File: src/logic/pzr_pkg.sv
// page-zero register bank: offsets, field positions, reset values
// assumes byte-wide register access from a serial protocol engine on clk_sys
package pzr_pkg;
    localparam int unsigned OFFS_W           = 8;
    localparam int unsigned DATA_W           = 8;
    localparam int unsigned PAGE_W           = 8;
    localparam int unsigned FULL_ADDR_W      = 16;
    localparam int unsigned BUS_ADDR_W       = 7;
    localparam int unsigned BUS_ADDR_HI_W    = 5;
    localparam int unsigned PIN_SYNC_W       = 3;

    localparam logic [7:0]  OFS_SILICON_REV  = 8'h00;
    localparam logic [7:0]  OFS_PAGE_SELECT  = 8'h01;
    localparam logic [7:0]  OFS_PART_NUM_LO  = 8'h02;
    localparam logic [7:0]  OFS_PART_NUM_HI  = 8'h03;
    localparam logic [7:0]  OFS_SPEED_GRADE  = 8'h04;
    localparam logic [7:0]  OFS_REV_LETTER   = 8'h05;
    localparam logic [7:0]  OFS_TOOL_VER_0   = 8'h06;
    localparam logic [7:0]  OFS_TOOL_VER_1   = 8'h07;
    localparam logic [7:0]  OFS_TOOL_VER_2   = 8'h08;
    localparam logic [7:0]  OFS_THERMAL      = 8'h09;
    localparam logic [7:0]  OFS_HOUSING      = 8'h0A;
    localparam logic [7:0]  OFS_BUS_ADDR     = 8'h0B;
    localparam logic [7:0]  OFS_FAULT_STAT   = 8'h0C;
    localparam logic [7:0]  OFS_FAULT_STICKY = 8'h11;

    localparam logic [7:0]  PAGE_ZERO        = 8'h00;
    localparam logic [7:0]  PAGE_RESET       = 8'h00;
    localparam logic [7:0]  READ_ZERO        = 8'h00;

    // fault status bit positions
    localparam int unsigned BIT_CAL          = 0;
    localparam int unsigned BIT_OSC_LOST     = 1;
    localparam int unsigned BIT_TIMEOUT      = 5;
    localparam logic [5:0]  FAULT_USED_MASK  = 6'h23;
    localparam int unsigned FAULT_W          = 6;

    // bus address register field 6:2
    localparam int unsigned BUS_ADDR_LSB     = 2;
    localparam int unsigned BUS_ADDR_MSB     = 6;

    // synchronised pin vector layout
    localparam int unsigned PIN_ADDR_LO      = 0;
    localparam int unsigned PIN_ADDR_HI      = 1;
    localparam int unsigned PIN_OSC_LOST     = 2;

    // grade, revision letter and thermal rating codes
    localparam logic [7:0]  GRADE_A          = 8'h00;
    localparam logic [7:0]  GRADE_B          = 8'h01;
    localparam logic [7:0]  GRADE_C          = 8'h02;
    localparam logic [7:0]  GRADE_D          = 8'h03;
    localparam logic [7:0]  REV_LETTER_A     = 8'h00;
    localparam logic [7:0]  REV_LETTER_B     = 8'h01;
    localparam logic [7:0]  THERMAL_INDUSTRIAL = 8'h00;

    localparam logic [7:0]  TOOL_VER_RESET   = 8'h00;
    localparam logic [4:0]  BUS_ADDR_HI_RESET = 5'h1A;
endpackage

File: src/logic/pzr_sync.sv
// two-flop synchroniser for a vector of independent levels
// assumes each bit is a slow level; no bus coherency between bits
`timescale 1ns/1ps
module pzr_sync #(
    parameter int unsigned WIDTH = 1
) (
    input  wire logic             clk_sys,
    input  wire logic             rst,
    input  wire logic [WIDTH-1:0] async_in,
    output logic      [WIDTH-1:0] sync_out
);
    typedef struct packed {
        logic [WIDTH-1:0] stage1;
        logic [WIDTH-1:0] stage2;
    } pzr_sync_state_type;

    pzr_sync_state_type state_r;
    pzr_sync_state_type state_nxt;

    always_comb begin
        state_nxt.stage1 = async_in;
        // first stage feeds only the second stage
        state_nxt.stage2 = state_r.stage1;
    end

    always_ff @(posedge clk_sys or posedge rst) begin
        if (rst) begin
            state_r <= '0;
        end else begin
            state_r <= state_nxt;
        end
    end

    assign sync_out = state_r.stage2;
endmodule

File: src/logic/pzr_regs.sv
// page-zero identity and status register bank with mirrored page selector
// assumes a protocol engine on clk_sys issuing single-cycle byte accesses
`timescale 1ns/1ps
module pzr_regs #(
    parameter logic [3:0] SILICON_REV    = 4'h1, // arbitrary value
    parameter logic [7:0] PART_NUM_LO    = 8'h21, // arbitrary value
    parameter logic [7:0] PART_NUM_HI    = 8'h43, // arbitrary value
    parameter logic [7:0] SPEED_GRADE    = pzr_pkg::GRADE_A,
    parameter logic [7:0] REV_LETTER     = pzr_pkg::REV_LETTER_A,
    parameter logic [7:0] THERMAL_RATING = pzr_pkg::THERMAL_INDUSTRIAL,
    parameter logic [7:0] HOUSING        = 8'h01  // arbitrary value
) (
    input  wire logic                                 clk_sys,
    input  wire logic                                 rst,
    input  wire logic                                 acc_valid,
    input  wire logic                                 acc_write,
    input  wire logic [pzr_pkg::OFFS_W-1:0]           acc_offset,
    input  wire logic [pzr_pkg::DATA_W-1:0]           acc_wdata,
    output logic      [pzr_pkg::DATA_W-1:0]           rd_data_r,
    output logic                                      rd_valid_r,
    output logic      [pzr_pkg::FULL_ADDR_W-1:0]      full_addr_r,
    output logic      [pzr_pkg::PAGE_W-1:0]           page_r,
    input  wire logic                                 calibration_active,
    input  wire logic                                 osc_input_signal_lost,
    input  wire logic                                 bus_timeout,
    input  wire logic                                 addr_select_pin_hi,
    input  wire logic                                 addr_select_pin_lo,
    output logic      [pzr_pkg::BUS_ADDR_W-1:0]       bus_address_r
);
    ////////////////////////////////////////////////////////////////////////////
    typedef struct packed {
        logic [7:0] page;
        logic [7:0] tool0;
        logic [7:0] tool1;
        logic [7:0] tool2;
        logic [4:0] addr_hi;
        logic [5:0] sticky;
        logic [7:0] rdata;
        logic       rvalid;
        logic [15:0] full_addr;
        logic [6:0] bus_addr;
    } pzr_state_type;

    pzr_state_type state_r;
    pzr_state_type state_nxt;

    logic [pzr_pkg::PIN_SYNC_W-1:0] pins_raw;
    logic [pzr_pkg::PIN_SYNC_W-1:0] pins_sync;
    logic [pzr_pkg::FAULT_W-1:0]    fault_live;
    logic                           page0_acc;

    function automatic logic is_page_sel(input logic [7:0] ofs);
        is_page_sel = (ofs == pzr_pkg::OFS_PAGE_SELECT);
    endfunction

    function automatic logic hits(input logic [7:0] page, input logic [7:0] ofs, input logic [7:0] target);
        hits = (page == pzr_pkg::PAGE_ZERO) && (ofs == target);
    endfunction

    ////////////////////////////////////////////////////////////////////////////
    // pins and the oscillator monitor come from outside clk_sys
    assign pins_raw = {osc_input_signal_lost, addr_select_pin_hi, addr_select_pin_lo};

    pzr_sync #(
        .WIDTH (pzr_pkg::PIN_SYNC_W)
    ) u_sync (
        .clk_sys  (clk_sys),
        .rst      (rst),
        .async_in (pins_raw),
        .sync_out (pins_sync)
    );

    always_comb begin
        fault_live = '0;
        fault_live[pzr_pkg::BIT_CAL]      = calibration_active;
        fault_live[pzr_pkg::BIT_OSC_LOST] = pins_sync[pzr_pkg::PIN_OSC_LOST];
        fault_live[pzr_pkg::BIT_TIMEOUT]  = bus_timeout;
    end

    assign page0_acc = (state_r.page == pzr_pkg::PAGE_ZERO);

    ////////////////////////////////////////////////////////////////////////////
    always_comb begin
        state_nxt        = state_r;
        state_nxt.rvalid = 1'b0;
        // hardware set wins over a same-cycle clear
        state_nxt.sticky = state_r.sticky | fault_live;
        if (acc_valid) begin
            state_nxt.rvalid    = !acc_write;
            state_nxt.full_addr = {state_r.page, acc_offset};
            state_nxt.rdata     = pzr_pkg::READ_ZERO;
            if (acc_write) begin
                if (is_page_sel(acc_offset)) begin
                    state_nxt.page = acc_wdata;
                end
                if (hits(state_r.page, acc_offset, pzr_pkg::OFS_TOOL_VER_0)) begin
                    state_nxt.tool0 = acc_wdata;
                end
                if (hits(state_r.page, acc_offset, pzr_pkg::OFS_TOOL_VER_1)) begin
                    state_nxt.tool1 = acc_wdata;
                end
                if (hits(state_r.page, acc_offset, pzr_pkg::OFS_TOOL_VER_2)) begin
                    state_nxt.tool2 = acc_wdata;
                end
                if (hits(state_r.page, acc_offset, pzr_pkg::OFS_BUS_ADDR)) begin
                    state_nxt.addr_hi = acc_wdata[pzr_pkg::BUS_ADDR_MSB:pzr_pkg::BUS_ADDR_LSB];
                end
                if (hits(state_r.page, acc_offset, pzr_pkg::OFS_FAULT_STICKY)) begin
                    // writing zero clears, writing one keeps
                    state_nxt.sticky = (state_r.sticky & acc_wdata[pzr_pkg::FAULT_W-1:0]
                                        & pzr_pkg::FAULT_USED_MASK) | fault_live;
                end
                // identity and live status offsets have no write path
            end else if (is_page_sel(acc_offset)) begin
                state_nxt.rdata = state_r.page;
            end else if (page0_acc) begin
                case (acc_offset)
                    pzr_pkg::OFS_SILICON_REV:  state_nxt.rdata = {4'h0, SILICON_REV};
                    pzr_pkg::OFS_PART_NUM_LO:  state_nxt.rdata = PART_NUM_LO;
                    pzr_pkg::OFS_PART_NUM_HI:  state_nxt.rdata = PART_NUM_HI;
                    pzr_pkg::OFS_SPEED_GRADE:  state_nxt.rdata = SPEED_GRADE;
                    pzr_pkg::OFS_REV_LETTER:   state_nxt.rdata = REV_LETTER;
                    pzr_pkg::OFS_TOOL_VER_0:   state_nxt.rdata = state_r.tool0;
                    pzr_pkg::OFS_TOOL_VER_1:   state_nxt.rdata = state_r.tool1;
                    pzr_pkg::OFS_TOOL_VER_2:   state_nxt.rdata = state_r.tool2;
                    pzr_pkg::OFS_THERMAL:      state_nxt.rdata = THERMAL_RATING;
                    pzr_pkg::OFS_HOUSING:      state_nxt.rdata = HOUSING;
                    pzr_pkg::OFS_BUS_ADDR:     state_nxt.rdata = {1'b0, state_r.addr_hi, 2'b00};
                    pzr_pkg::OFS_FAULT_STAT:   state_nxt.rdata = {2'b00, fault_live};
                    pzr_pkg::OFS_FAULT_STICKY: state_nxt.rdata = {2'b00, state_r.sticky};
                    default:                   state_nxt.rdata = pzr_pkg::READ_ZERO;
                endcase
            end
        end
        // pins only ever set the two low bits
        state_nxt.bus_addr = {state_nxt.addr_hi, pins_sync[pzr_pkg::PIN_ADDR_HI],
                              pins_sync[pzr_pkg::PIN_ADDR_LO]};
    end

    always_ff @(posedge clk_sys or posedge rst) begin
        if (rst) begin
            state_r         <= '0;
            state_r.page    <= pzr_pkg::PAGE_RESET;
            state_r.tool0   <= pzr_pkg::TOOL_VER_RESET;
            state_r.tool1   <= pzr_pkg::TOOL_VER_RESET;
            state_r.tool2   <= pzr_pkg::TOOL_VER_RESET;
            state_r.addr_hi <= pzr_pkg::BUS_ADDR_HI_RESET;
            state_r.bus_addr <= {pzr_pkg::BUS_ADDR_HI_RESET, 2'b00};
        end else begin
            state_r <= state_nxt;
        end
    end

    assign rd_data_r     = state_r.rdata;
    assign rd_valid_r    = state_r.rvalid;
    assign full_addr_r   = state_r.full_addr;
    assign page_r        = state_r.page;
    assign bus_address_r = state_r.bus_addr;
endmodule

File: config.mk
export PLATFORM = sky130hd
export DESIGN_NAME = pzr_regs
export DESIGN_NICKNAME = d
export VERILOG_FILES = /design/src/logic/pzr_pkg.sv /design/src/logic/pzr_sync.sv /design/src/logic/pzr_regs.sv
export SDC_FILE = /design/constraint.sdc
export NUM_CORES = 1
export LEC_CHECK = 0
export BUFFER_PORTS_ARGS = -buffer_cell sky130_fd_sc_hd__buf_4
export CAP_MARGIN = 20
export CELL_PAD_IN_SITES_DETAIL_PLACEMENT = 0
export CELL_PAD_IN_SITES_GLOBAL_PLACEMENT = 1
export CORE_MARGIN = 2
export CORE_UTILIZATION = 30
export DETAILED_ROUTE_END_ITERATION = 12
export PLACE_DENSITY = 0.63
export SKIP_LAST_GASP = 1
export SYNTH_ARGS = -nofsm -noshare
export SYNTH_HDL_FRONTEND = slang
export SYNTH_SLANG_ARGS = --single-unit
File: constraint.sdc
create_clock -name clk_sys -period 2 [get_ports clk_sys]
set_input_delay 0.2 -clock clk_sys [delete_from_list [all_inputs] [get_ports clk_sys]]
set_output_delay 0.2 -clock clk_sys [all_outputs]
set_load 0.05 [all_outputs]
==> run_results.csv <==
group,metric,value,unit
clock_network,clk-insertion-delay-late,340,ps
logic_synthesis,async_flop_share,1.00,
power,p_leak,0.00213,uW
timing,tightest_slew,459,ps
routing,detail-route-antenna-nets,0,
timing,finalCriticalPeriod,2040,ps
worst_setup_path,critPathKind,"flip-flop to flip-flop",
routing,drc,6,
finish,antennaDiodeCount,0,
power,power_density,822,nW/um2
timing,slew_headroom,0.694,
clock_network,cts_tree,"done",
logic_synthesis,netlist_top_cells_area,"dfrtp_1, mux2_2, buf_4",
routing,met2RoutedLength,3950,um
flow_run,max-cap-violations,0,
global_route,grt_start_max_net_pins,37,
floorplan,die_w,113,um
placed_design,io_buffers,64,
logic_synthesis,synth-seq-area-share,0.513,
outcome,violations,"design-rule violations, negative setup slack",
hold_path,min_to,"state_r[37]",
floorplan,dieArea,12800,um2
timing,rsz0062_at_grt,"true",
logic_synthesis,synth-seq-cells,73,
finish,final_nets,365,
finish,synthToLayoutAreaGrowth,26.3,%
worst_setup_path,r2r_cells,5,
routing,dr.pass1.iters,8,
logic_synthesis,synth_edf_count,0,
finish,multi_input_area,1420,um2
placed_design,gp_congestion,0.808,
floorplan,die_height,113,um
logic_synthesis,yosysUniqueCellTypes,52,
clock_network,cts_made_buffers,9,
power,ir_worst_vdd,0.375,mV
logic_synthesis,synth_area_per_cell,12.6,um2
logic_synthesis,yosysMostFrequentCell,"dfrtp_1",
logic_synthesis,syn-num-nets,308,
global_route,grt_pass1_wl,13200,um
worst_setup_path,crit_path_start_kind,"flip-flop",
logic_synthesis,syn-instance-count,283,
floorplan,start_util,0.310,
global_route,antenna_found_initial,0,
worst_setup_path,rr_startpoint,"page_r[0]",
timing,hold_viol_final,0,
logic_synthesis,yosysTopAreaCell,"dfrtp_1",
timing,fmax,489,MHz
routing,via_per_inst,4.77,
clock_network,clockRootBuffer,"clkbuf_16",
hold_path,whs_path_depth,2,
floorplan,fp-row-count,39,
global_route,grt-ovfl-total,0,
outcome,outcome,"finished, violations left",
clock_network,cts_buffer_depth,2,
worst_setup_path,worstPathRequired,2210,ps
worst_setup_path,crit_path_max_fanout,4,
floorplan,io_pins,65,
worst_setup_path,worstReg2RegEnd,"state_r[62]",
floorplan,fp.coreArea,11500,um2
timing,period_share,1.02,
clock_network,clk_pin_slew_worst_paths,60,ps
timing,final.setup.worst_slack,-43.0,ps
timing,skew,6.46,ps
worst_setup_path,crit_path_end_kind,"flip-flop",
finish,regArea,1830,um2
logic_synthesis,synth_top_area_frac,0.491,
timing,finalSetupViolations,25,
routing,routedWlPerCell,16.8,um
placed_design,dp_hpwl,6010,um
worst_setup_path,cp.arrival,2260,ps
hold_path,worstHoldStart,"bus_timeout",
logic_synthesis,synth-main-ff-cell,"dfrtp_1",
routing,vias,2324,
timing,drv_slew,0,
clock_network,htree_levels,3,
routing,routed_wl,8200,um
finish,num-fill-cells,1099,
logic_synthesis,ys_warn_count,0,
routing,routed.top_layer,"met4",
logic_synthesis,yosys-top-cells-count,"dfrtp_1, mux2_2, buf_4, nand2_1, nor2b_1",
global_route,grt_use_total,0.134,
hold_path,worstHoldPathType,"input pin to flip-flop",
logic_synthesis,synthesis.area,3570,um2
finish,drive_gt1_frac,0.544,
routing,dr_wl_met3,318,um
placed_design,pre_cts_slack,-31.6,ps
timing,whs,60.6,ps
clock_network,cts_num_sinks,73,
worst_setup_path,r2r_slack,-40,ps
routing,wl_met1,3820,um
routing,dr.first_iter.drc_count,124,
global_route,grt_pass1_vias,2425,
## metal layers
| layer | global-route usage | vias to the layer above |
|---|---|---|
| met5 | 0 | - |
| met4 | 0.0512 | 0 |
| met3 | 0.0343 | 9 |
| met2 | 0.218 | 47 |
| met1 | 0.173 | 1172 |
| li1 | - | 1096 |
## worst max-delay path: stages (launching register included)
cell	delay [ps]
dfrtp_1	370
or4_4	560
nor3_4	260
nor3b_4	280
buf_6	160
mux2_4	300
## flip-flops by register name, summed over array words and instances (netlist names)
name,flops
state_r,28
page_r,8
rd_valid_r,1
u_sync.state_nxt,3
bus_address_r,6
u_sync.sync_out,3
rd_data_r,8
full_addr_r,16
## logic make-up after synthesis
group / synth area share
multiplexers: 0.172
buffers and inverters: 0.104
AO/OA/AOI/OAI: 0.0940
flip-flops: 0.513
AND/OR/NAND/NOR: 0.116
## placed cells by master, fill, tap and decap left out, types with 8 or more instances in the layout
master,synthesis,routed
buf_4,40,86
dfrtp_1,70,70
mux2_2,51,39
mux2_4,0,12
nor2b_1,9,9
nand2_1,9,9
clkbuf_16,0,9
nand2b_1,8,8
nor2_1,8,8
## repair_timing
item	in CTS	in global routing
hold buffers	4	0
buffers inserted	0	0
endpoints found under the hold margin	5	0
setup endpoints to repair	30	35
resized for setup	16	5
pin swaps	8	4
## power by group
part           internal, uW  switching [uW]
Sequential             1530            24.7
Clock                  1090             624
Combinational           167             270
## worst max path at each step
stage                     startpoint      endpoint  slack (ps)
after global routing       page_r[0]   state_r[62]        -100
after CTS                  page_r[6]   state_r[54]         -40
after global placement     page_r[0]   state_r[53]         -20
final                      page_r[0]   state_r[62]         -40
after detailed placement   page_r[4]  rd_data_r[7]         -30
after floorplan            page_r[0]   state_r[59]         -20
## metrics by stage
step / setup TNS, ps / area [um2] / util / power, uW / instances
final: -536 / 4510 / 0.391 / 3710 / 487
after global routing: -2430 / 4510 / 0.391 / 3860 / 487
after CTS: -925 / 4500 / 0.391 / 3760 / 487
after detailed placement: -526 / 4080 / 0.354 / 2010 / 468
after global placement: -184 / 4080 / 0.354 / 2010 / 468
after floorplan: -139 / 3570 / - / 1890 / 283
## layout make-up
class / count / share of cell area
well taps: 143 / 0.0397
repair buffers: 95 / 0.165
multi-input cells: 156 / 0.314
clock inverters: 6 / 0.0205
clock buffers: 9 / 0.0500
flip-flops and latches: 73 / 0.406
inverters: 5 / 0.00500
No activity file was read; power rests on OpenSTA's default activity.
